==> config.mk <==
export PLATFORM = sky130hd
export DESIGN_NAME = asr_ctrl
export DESIGN_NICKNAME = d
export VERILOG_FILES = /design/src/verilog/asr_pkg.sv /design/src/verilog/asr_ctrl.sv
export SDC_FILE = /design/constraint.sdc
export NUM_CORES = 1
export LEC_CHECK = 0
export BUFFER_PORTS_ARGS = -buffer_cell sky130_fd_sc_hd__buf_2
export CORE_AREA = 2 2 91 93
export DETAILED_ROUTE_END_ITERATION = 8
export DIE_AREA = 0 0 93 95
export PLACE_DENSITY_LB_ADDON = 0.25
export SETUP_SLACK_MARGIN = 0.4
export SYNTH_ARGS = -nofsm -noshare
export SYNTH_HDL_FRONTEND = slang
export SYNTH_SLANG_ARGS = --single-unit
==> constraint.sdc <==
create_clock -name clk -period 2.4 [get_ports clk]
set_input_delay 0.36 -clock clk [delete_from_list [all_inputs] [get_ports clk]]
set_output_delay 0.36 -clock clk [all_outputs]
set_load 0.05 [all_outputs]
==> src/verilog/asr_pkg.sv <==
package asr_pkg;

    localparam int ADDR_W = 18;
    localparam int DATA_W = 16;
    localparam int BYTE_W = 8;
    localparam int CLK_PERIOD_PS = 5000;

    // Device timing figures, ns (fastest grade)
    localparam int T_RC_NS   = 45;
    localparam int T_AA_NS   = 45;
    localparam int T_DOE_NS  = 25;
    localparam int T_OHA_NS  = 10;
    localparam int T_HZ_NS   = 20;
    localparam int T_WC_NS   = 45;
    localparam int T_BW_NS   = 40;
    localparam int T_SD_NS   = 25;
    localparam int T_PWE_NS  = 35;
    localparam int T_LZWE_NS = 10;

    // Least times round up to whole cycles
    function automatic int min_cycles(input int t_ns);
        int c;
        c = (t_ns * 1000 + CLK_PERIOD_PS - 1) / CLK_PERIOD_PS;
        return (c < 1) ? 1 : c;
    endfunction

    localparam int RD_CYC   = min_cycles(T_RC_NS > T_AA_NS ? T_RC_NS : T_AA_NS) + 1;
    localparam int WR_CYC   = min_cycles(T_BW_NS);
    localparam int TURN_CYC = min_cycles(T_HZ_NS > T_LZWE_NS ? T_HZ_NS : T_LZWE_NS);
    localparam int CNT_W    = 8;

    typedef struct packed {
        logic              write;
        logic [ADDR_W-1:0] addr;
        logic [1:0]        lane_en;
        logic [DATA_W-1:0] wdata;
    } asr_req_t;

    typedef struct packed {
        logic chip_sel_n;
        logic write_n;
        logic out_en_n;
        logic upper_lane_sel_n;
        logic lower_lane_sel_n;
    } asr_strobe_t;

    localparam asr_strobe_t STROBE_IDLE = 5'h1F;

endpackage
==> src/verilog/asr_ctrl.sv <==
`timescale 1ns/10ps
// Behaviour
// - Data setup and hold referenced to the write-ending strobe edge.
// - Controller never drives data while device drives.
// - Address-controlled read: selects held low, data valid 45 ns later.
// - Lane select held low 40 ns before write ends.
// - Address valid before or with chip and lane selects falling.
module asr_ctrl #(
    parameter int RD_CYCLES   = asr_pkg::RD_CYC,
    parameter int WR_CYCLES   = asr_pkg::WR_CYC,
    parameter int TURN_CYCLES = asr_pkg::TURN_CYC
) (
    input  wire logic                       clk,
    input  wire logic                       rst,
    input  wire logic                       clk_en,
    input  wire logic                       req_valid,
    output logic                            req_ready,
    input  wire asr_pkg::asr_req_t          req,
    output logic                            rsp_valid,
    output logic [asr_pkg::DATA_W-1:0]      rsp_rdata,
    output logic [asr_pkg::ADDR_W-1:0]      mem_addr,
    output asr_pkg::asr_strobe_t            mem_strobe,
    input  wire logic [asr_pkg::DATA_W-1:0] mem_dq_in,
    output logic [asr_pkg::DATA_W-1:0]      mem_dq_out,
    output logic [1:0]                      mem_dq_oe_n
);

    typedef enum logic [2:0] {
        ASR_IDLE,
        ASR_SETUP,
        ASR_READ,
        ASR_WRITE,
        ASR_HOLD,
        ASR_TURN
    } asr_state_t;

    asr_state_t                  state_reg;
    logic [asr_pkg::CNT_W-1:0]   cnt_reg;
    asr_pkg::asr_req_t           cur_reg;

    // High on the final cycle of a phase that lasts n cycles
    function automatic logic phase_last(
        input logic [asr_pkg::CNT_W-1:0] cnt,
        input int                        n
    );
        return cnt == (asr_pkg::CNT_W)'(n - 1);
    endfunction

    assign req_ready = (state_reg == ASR_IDLE);

    // Sequencer
    always_ff @(posedge clk)
    begin
        if (rst)
        begin
            state_reg <= ASR_IDLE;
            cnt_reg   <= '0;
        end
        else if (clk_en)
        begin
            case (state_reg)
                ASR_IDLE:
                begin
                    // Lane-less request is no access
                    if (req_valid && (req.lane_en != 2'h0))
                        state_reg <= ASR_SETUP;
                end
                ASR_SETUP:
                begin
                    // Address settles one cycle before any strobe falls
                    cnt_reg   <= '0;
                    state_reg <= cur_reg.write ? ASR_WRITE : ASR_READ;
                end
                ASR_READ:
                begin
                    cnt_reg <= cnt_reg + 1'b1;
                    if (phase_last(cnt_reg, RD_CYCLES))
                    begin
                        cnt_reg   <= '0;
                        state_reg <= ASR_TURN;
                    end
                end
                ASR_WRITE:
                begin
                    cnt_reg <= cnt_reg + 1'b1;
                    if (phase_last(cnt_reg, WR_CYCLES))
                        state_reg <= ASR_HOLD;
                end
                ASR_HOLD:
                begin
                    // Data held one cycle past the ending edge
                    cnt_reg   <= '0;
                    state_reg <= ASR_TURN;
                end
                ASR_TURN:
                begin
                    cnt_reg <= cnt_reg + 1'b1;
                    if (phase_last(cnt_reg, TURN_CYCLES))
                    begin
                        cnt_reg   <= '0;
                        state_reg <= ASR_IDLE;
                    end
                end
                default:
                    state_reg <= ASR_IDLE;
            endcase
        end
    end

    // Request capture
    always_ff @(posedge clk)
    begin
        if (rst)
            cur_reg <= '0;
        else if (clk_en && req_valid && req_ready)
            cur_reg <= req;
    end

    // Pin drive
    always_ff @(posedge clk)
    begin
        if (rst)
        begin
            mem_addr    <= '0;
            mem_strobe  <= asr_pkg::STROBE_IDLE;
            mem_dq_out  <= '0;
            mem_dq_oe_n <= 2'h3;
        end
        else if (clk_en)
        begin
            mem_strobe  <= asr_pkg::STROBE_IDLE;
            mem_dq_oe_n <= 2'h3;
            if (state_reg == ASR_IDLE && req_valid)
                mem_addr <= req.addr;
            case (state_reg)
                ASR_SETUP:
                begin
                    if (cur_reg.write)
                    begin
                        // Strobes fall together; the write opens on the overlap
                        mem_strobe.chip_sel_n       <= 1'b0;
                        mem_strobe.write_n          <= 1'b0;
                        mem_strobe.upper_lane_sel_n <= ~cur_reg.lane_en[1];
                        mem_strobe.lower_lane_sel_n <= ~cur_reg.lane_en[0];
                        mem_dq_out  <= cur_reg.wdata;
                        // Device floats while write strobe is low
                        mem_dq_oe_n <= ~cur_reg.lane_en;
                    end
                    else
                    begin
                        mem_strobe.chip_sel_n       <= 1'b0;
                        mem_strobe.out_en_n         <= 1'b0;
                        mem_strobe.upper_lane_sel_n <= ~cur_reg.lane_en[1];
                        mem_strobe.lower_lane_sel_n <= ~cur_reg.lane_en[0];
                    end
                end
                ASR_READ:
                begin
                    // Hold off bus while device may drive
                    mem_dq_oe_n <= 2'h3;
                    if (!phase_last(cnt_reg, RD_CYCLES))
                    begin
                        mem_strobe.chip_sel_n       <= 1'b0;
                        mem_strobe.out_en_n         <= 1'b0;
                        mem_strobe.upper_lane_sel_n <= ~cur_reg.lane_en[1];
                        mem_strobe.lower_lane_sel_n <= ~cur_reg.lane_en[0];
                    end
                end
                ASR_WRITE:
                begin
                    mem_dq_oe_n <= ~cur_reg.lane_en;
                    if (!phase_last(cnt_reg, WR_CYCLES))
                    begin
                        mem_strobe.chip_sel_n       <= 1'b0;
                        mem_strobe.write_n          <= 1'b0;
                        mem_strobe.upper_lane_sel_n <= ~cur_reg.lane_en[1];
                        mem_strobe.lower_lane_sel_n <= ~cur_reg.lane_en[0];
                    end
                    // All strobes rise together; data stays driven one more cycle
                end
                default:
                    mem_dq_oe_n <= 2'h3;
            endcase
        end
    end

    // Read capture on the last cycle before strobes rise, lanes merged
    always_ff @(posedge clk)
    begin
        if (rst)
        begin
            rsp_valid <= 1'b0;
            rsp_rdata <= '0;
        end
        else if (clk_en)
        begin
            rsp_valid <= 1'b0;
            if (state_reg == ASR_READ && phase_last(cnt_reg, RD_CYCLES))
            begin
                rsp_valid <= 1'b1;
                rsp_rdata <= {cur_reg.lane_en[1] ? mem_dq_in[asr_pkg::DATA_W-1:asr_pkg::BYTE_W]
                                                 : {asr_pkg::BYTE_W{1'b0}},
                              cur_reg.lane_en[0] ? mem_dq_in[asr_pkg::BYTE_W-1:0]
                                                 : {asr_pkg::BYTE_W{1'b0}}};
            end
        end
    end

endmodule

### Word level (Yosys, flattened, before mapping)

Index checks and enable logic that the tools add are counted.

* add/sub/neg operators: 1
* bitwise operators: 3
* reductions and logical operators: 14
* eq/ne operators: 12
* mux-type cells: 24

Operator list (number)
* two-way mux 8 bit: 4
* one-hot mux 8 bit (4 select lines): 1
* one-hot mux 3 bit (6 select lines): 1
* two-way mux 3 bit: 5
* adder 8 x 1 -> 8 bit (second input constant): 1
* == test 8 x 2 -> 1 bit (second input constant): 1
* == test 8 x 3 -> 1 bit (second input constant): 1
* == test 8 x 4 -> 1 bit (second input constant): 1
* == test 3 x 2 -> 1 bit (second input constant): 2
* == test 3 bit (second input constant): 2
* two-way mux 2 bit: 3
* != test 2 bit (second input constant): 3
* one-hot mux 2 bit (3 select lines): 1
* AND reduction 2 bit: 3
* logical AND 1 bit: 5
* two-way mux 1 bit: 5
* AND reduction 5 bit: 1
* one-hot mux 1 bit (2 select lines): 2
* one-hot mux 2 bit (2 select lines): 1
* nonzero test 4 bit: 1
* == test 3 x 1 -> 1 bit (second input constant): 1
* zero test 3 bit: 1
* one-hot mux 1 bit (3 select lines): 1
* AND reduction 3 bit: 1
* 5 further kinds: 6

* input bits: 57
* logic and storage cells: 69
* output and inout port bits: 59
* register bits after elaboration: 88

### Logic depth before layout (Yosys ltp)

Gate-level depths: netlist of the first run.

* depth after elaboration: 4
* gate-level depth with buffers: 9
* depth with buffers taken out: 7

### Worst setup path after synthesis of the first run

OpenSTA, ideal clock, no wires.

* path kind: reg-to-reg
* from: reg cnt_reg[4] (netlist bit)
* to: reg rsp_rdata[6] (netlist bit)
* data required time: 2268 ps
* period minus slack after synthesis: 2139 ps
* arrival: 2007 ps
* slack: 261 ps
* cell stages (with the launch flop): 10
* library setup time: 132 ps
* cell sequence: dfxtp_1 > or4_1 > buf_2 > or2_1 > buf_6 > or3_1 > buf_6 > buf_8 > nand2_1 > a21oi_1

* cells in the longest elaborated chain, start to end: 3

Ends and longest elaborated chain
* start: declaration: line asr_ctrl.sv:38 `logic [asr_pkg::CNT_W-1:0] cnt_reg;`
* start signal: assignment: line asr_ctrl.sv:76 `cnt_reg <= cnt_reg + 1'b1;`
* start signal: assignment: line asr_ctrl.sv:85 `cnt_reg <= cnt_reg + 1'b1;`
* start signal: assignment: line asr_ctrl.sv:97 `cnt_reg <= cnt_reg + 1'b1;`
* == test 8 x 4 -> 1 bit: line asr_ctrl.sv:46 `return cnt == (asr_pkg::CNT_W)'(n - 1);`
* logical AND 1 bit: line asr_ctrl.sv:198 `if (state_reg == ASR_READ && phase_last(cnt_reg, RD_CYCLES))`
* AND reduction 2 bit (no source line)
* end signal: assignment: line asr_ctrl.sv:201 `rsp_rdata <= {cur_reg.lane_en[1] ? mem_dq_in[asr_pkg::DATA_W-1:asr_pkg::BYTE_W]`
* end: declaration: line asr_ctrl.sv:20 `output logic [asr_pkg::DATA_W-1:0] rsp_rdata,`

Every way passes these cells.
A chain may end at the register's enable or synchronous reset.

### Worst setup path in the final report of the first run

* from: reg cnt_reg[4] (netlist bit)
* to: reg cnt_reg[3] (netlist bit)

* cells in the longest elaborated chain, start to end: 3
* elaborated cells between the ends (all ways): 5
* those cells by class: eq/ne: 2; mux: 3

Ends and longest elaborated chain
* == test 8 x 2 -> 1 bit / == test 8 x 4 -> 1 bit (equally long branches): line asr_ctrl.sv:46
* two-way mux 8 bit (on tied branches): line asr_ctrl.sv:98, asr_ctrl.sv:77
* one-hot mux 8 bit (4 select lines) *: line asr_ctrl.sv:61 `case (state_reg)`

Mark *: on every way between the ends. The rest lies on a longest branch, timed or not.

==> results of run 1 <==
==> stage by stage <==
step / worst slack [ps] / total power, mW / util, %
2_1_floorplan: 302 / 1.76 / -
3_3_place_gp: 296 / 1.87 / 52.0
3_5_place_dp: 241 / 1.87 / 52.0
4_1_cts: 409 / 2.86 / 54.8
5_1_grt: 375 / 2.96 / 55.3
6_report: 457 / 2.84 / 55.3
==> where the power goes <==
group          switching, mW  leakage [nW]  internal, mW
sequential            0.0286         0.716          1.50
combinational          0.209         0.957         0.105
clock                  0.543        0.0985         0.450
total                  0.780          1.77          2.06
==> routing by layer <==
layer / vias to the layer above / track usage, %
li1: 1679 / -
met1: 1488 / 24.0
met2: 113 / 30.3
met3: 6 / 5.75
met4: 0 / 5.27
met5: - / 0
==> placed cells by master (no fill, tap or decap), types with 5 or more instances in the layout <==
| cell | count |
|---|---|
| clkbuf_8 | 11 |
| nand3_1 | 21 |
| buf_4 | 13 |
| buf_2 | 114 |
| a21oi_1 | 72 |
| nand2_1 | 132 |
| nand2b_1 | 6 |
| nor3_1 | 10 |
| o21ai_0 | 9 |
| inv_1 | 5 |
| dfxtp_1 | 83 |
| nor2_1 | 12 |
| dfxtp_2 | 5 |
==> layout make-up <==
cell class	instances	area, µm²	share of cell area, %
multi-input combinational	311	1560	35.5
clock buffer	11	151	3.46
tap	105	131	3.00
timing repair buffer	130	702	16.0
clock inverter	5	45.0	1.03
inverter	6	26.3	0.600
sequential	88	1770	40.4
==> cell families after synthesis <==
kind of cell             count (synthesis)
adder cells (fa/ha/maj)                  2
flip-flops                              88
AND/OR/NAND/NOR                        201
multiplexers                             1
XOR/XNOR                                 8
buffers and inverters                   39
AO/OA/AOI/OAI                           99
==> what timing repair did <==
| action | CTS | global route |
|---|---|---|
| pin swaps | 1 | 1 |
| setup buffers | 2 | 1 |
| setup endpoints to repair | 25 | 26 |
| resized for setup | 3 | 10 |
==> final timing paths <==
check	from	end	slack, ps	cells after the start
worst max-delay path	cnt_reg[4]	cnt_reg[3]	460	7
worst min-delay path	req[25]	mem_addr[7]	240	3
worst max register to register	cnt_reg[4]	cnt_reg[3]	460	7
worst min register to register	rsp_rdata[4]	rsp_rdata[4]	450	2
==> worst max-delay path, delay by kind of cell, from the launching register on <==
| kind | cells | cell delay (ps) |
|---|---|---|
| AND/OR/NAND/NOR | 3 | 860 |
| flip-flops | 1 | 340 |
| AO/OA/AOI/OAI | 2 | 330 |
| buffers and inverters | 2 | 270 |
==> impl_metrics.toml, run 1 <==
[status]
status = "completed"

[detailed_routing]
met2_length_um = 3770
dr.pass1.iters = 5
drt-total-wl_um = 8340
wl_met3_um = 689
post_drt_via_cell_ratio = 5.01
vias = 3286
m1WireLength_um = 3800
top_layer_used = "met4"
ant_nets = 0
wire_per_inst_um = 12.7
drcViolationCount = 0
drt_iter0_drc = 166

[yosys]
yosys.area_share.simple_pct = 25.2
synth.most_common_cell = "nand2_1"
yosys.area.top_type = "dfxtp_1"
muxShareOfSynthArea_pct = 0.324
postSynthAreaPerCell_um2 = 7.95
synth_top_family_by_area = "simple AND/OR/NAND/NOR gates"
netlist_area_um2 = 3480
netlist.area_leader.share_pct = 50.6
yosys_warnings = 0
synthTopCellsByArea = "dfxtp_1 (51%), nand2_1 (14%), a21oi_1 (10%)"
synth_edf_count = 0
synth_async_sr_flop_share_pct = 0
synth_ff_type = "dfxtp_1"
synth_cell_type_count = 46
synth_compound_area_share_pct = 16.0
synth_fa_ha_area_share_pct = 0.719
synth_fp_nets = 497
synthXorXnorAreaFrac_pct = 2.01
synth_seq_area_share_pct = 50.6
synth_commonest_cells = "nand2_1 (132), dfxtp_1 (88), a21oi_1 (72)"
synth-seq-cells = 88
netlist_instances = 438

[sta]
worst_slew_pin_slew_ps = 850
holdWs_ps = 237
max_freq_mhz = 515
finClkSkew_ps = 18.6
slew_violations = 0
rsz0062_at_grt = "yes"
fin_crit_ps = 1940
maxSlewHeadroom_pct = 43.3
finalHoldViolCount = 0
setup_viol_count_final = 0
finalSetupTns_ps = 0
finalCritPeriodShare_pct = 80.9

[placed_design]
portBuffers = 115
dpl.hpwl_um = 5640
placed_area_um2 = 4120
place_congestion = 0.878
placed_cells = 637

[clocking]
cts.hold.buffers_added = 0
cts-buffers-inserted = 9
cts.path.max_buffers = 2
root_buffer = "clkbuf_8"
cts_tree = "built"
cts_max_level = 3
insertion_delay_ps = 350
clk_transition_reported_paths_ps = 100
cts_sinks = 88

[floorplan]
io_pins = 116
rows = 33
die_w_um = 93
fp.coreArea_um2 = 7930
die_area_um2 = 8840
die_h_um = 95
start_util_pct = 43.9

[setup_path]
worst_ep_required_time_ps = 2590
crit_path_max_incr_delay_ps = 560
crit_fanout = 6
crit_path_cell_trace = "or4_4, or2_4, buf_6, o21bai_1, a21boi_2, buf_4, nor3_1"
crit_path_top_delay_cell = "or4_4"
start_kind = "flop"
setup.worst_path.class = "flop to flop"
end_kind = "flop"
cp.arrival_ps = 2130

[layout]
final_cells = 656
largest_reg_flops = 19
layout.nets = 605
num_antenna_cells = 0
nFillCells = 779
syn_to_final_growth_pct = 25.8
drive_gt1_share_pct = 29.8
fin_area_um2 = 4380

[pwr]
p_per_area_nw_per_um2 = 647
p_leak_nw = 1.77
ir_drop_mv = 0.405

[global_routing]
grt_pass1_vias = 2902
grt_pass1_wl_um = 13200
grt_max_degree = 46
grt_overflow = 0
grt.total_usage_pct = 18.6
antenna_found_initial = 0

[min_path]
hp-class = "input pin to flop"

[flow_run]
drv_cap = 0
(Power assumes the default switching activity.)
==> run 2: changes to the inputs <==
clock period = 1.6 ns   (was 2.4 ns; I/O delays follow)
==> impl_metrics.toml, run 2 (same netlist as run 1, synthesis figures left out) <==
[status]
status = "finished with violations"
violations = "setup timing"

[layout]
seq_area_um2 = 1800
layout_commonest_cell = "dfxtp_1"
largest_reg_flops = 19
fin_util_pct = 77.7
syn_to_final_growth_pct = 77.0
multiInputGateArea_um2 = 2290
nFillCells = 476
layout.nets = 664
num_antenna_cells = 0
final_cells = 714
drive_gt1_share_pct = 61.4
final_cell_mix = "dfxtp_1 (64), nand2_1 (63), buf_4 (61), buf_2 (57), nand2_4 (54)"

[setup_path]
setup.worst_path.class = "flop to flop"
cp.arrival_ps = 2210
crit_path_top_delay_cell = "or4_4"
start_kind = "flop"
end_kind = "flop"
crit_path_max_incr_delay_ps = 540
crit_path_cell_trace = "or4_4, or2_4, buf_6, nor3_4, buf_12, nand3_1, a21oi_1"
crit_fanout = 18
worst_ep_required_time_ps = 1890

[clocking]
cts-buffers-inserted = 9
root_buffer = "clkbuf_8"
cts_sinks = 88
cts.path.max_buffers = 2
cts_max_level = 3
insertion_delay_ps = 360
clk_transition_reported_paths_ps = 100
cts_tree = "built"

[detailed_routing]
drt-total-wl_um = 13100
drcViolationCount = 0
dr.pass1.iters = 5
post_drt_via_cell_ratio = 5.46
drt_iter0_drc = 181
ant_nets = 0
wire_per_inst_um = 18.3
vias = 3897

[sta]
holdWs_ps = 123
setup_viol_count_final = 70
finClkSkew_ps = 13.4
rsz0062_at_grt = "yes"
maxSlewHeadroom_pct = 71.9
worst_slew_pin_slew_ps = 421
finalHoldViolCount = 0
fin_crit_ps = 1910
finalCritPeriodShare_pct = 119
slew_violations = 0
setup_ws_ps = -311
max_freq_mhz = 523

[global_routing]
use_met2_pct = 45.5
use_met1_pct = 30.2
grt_max_degree = 35
grt_pass1_vias = 3614
grt.total_usage_pct = 25.5
grt_pass1_wl_um = 17700
antenna_found_initial = 0
grt_overflow = 0
grt_use_met3_pct = 5.03
busiest_layer = "met2"

[floorplan]
die_area_um2 = 8840
die_w_um = 93
rows = 33
io_pins = 116
fp.coreArea_um2 = 7930
die_h_um = 95
start_util_pct = 43.9

[placed_design]
place_congestion = 0.858
dpl.hpwl_um = 6250
placed_cells = 669
portBuffers = 115

[pwr]
ir_drop_mv = 0.717
power_mw = 4.98
p_leak_nw = 2.48
p_per_area_nw_per_um2 = 809

[flow_run]
drv_cap = 0

[min_path]
hp-class = "input pin to flop"
run 2: cell count changes in the layout (fill, tap and decap cells not counted), sizes merged:
cell	change
buf	+51
clkbuf	+6
clkinv	+1
bufinv	+2
inv	-2
run 2: layout make-up:
type                       instances  area share (%)
inverter                           6           0.427
timing repair buffer             189            27.6
clock inverter                     6            1.50
multi-input combinational        311            37.2
tap                              105            2.13
clock buffer                       9            2.01
sequential                        88            29.2
run 2: power breakdown:
group	switching (mW)	internal [mW]	leakage, nW
clock	0.859	0.883	0.107
combinational	0.502	0.412	1.65
sequential	0.0766	2.25	0.726
run 2: path summary, 6_finish.rpt:
kind,from,end,slack (ps),cells after the start
max,cnt_reg[7],rsp_rdata[13],-310,7
min,req[13],cur_reg[13],120,3
max reg2reg,cnt_reg[7],rsp_rdata[13],-310,7
min reg2reg,rsp_rdata[2],rsp_rdata[2],460,2
run 2: metrics by stage:
| stage | setup TNS, ps | setup slack (ps) | area, µm² |
|---|---|---|---|
| detailed placement | -8170 | -339 | 4510 |
| global route | -16680 | -402 | 6160 |
| finish | -13940 | -311 | 6160 |
| global placement | -6890 | -283 | 4510 |
| CTS | -11510 | -300 | 5690 |
| floorplan | -11180 | -498 | 3620 |
run 2: repair_timing:
action                                  CTS  global route
setup buffers                            20             1
gates cloned                              9             0
gates resized for setup                 197           144
endpoints found under the setup margin  120           119
hold buffers                              0             0
pin swaps                                95            38
run 2: metal layers:
metal | wire length (µm) | vias to the layer above
li1 | - | 1802
met1 | 4890 | 1850
met2 | 6760 | 201
met3 | 910 | 44
met4 | 519 | 0
met5 | 0 | -
run 2: worst max-delay path: cells and delay by family, from the launching register on:
kind                   cells  cell delay, ps
buffers and inverters      2             300
DFF                        1             340
and+or+nand+nor            4            1040
AOI/OAI and AO/OA          1             180
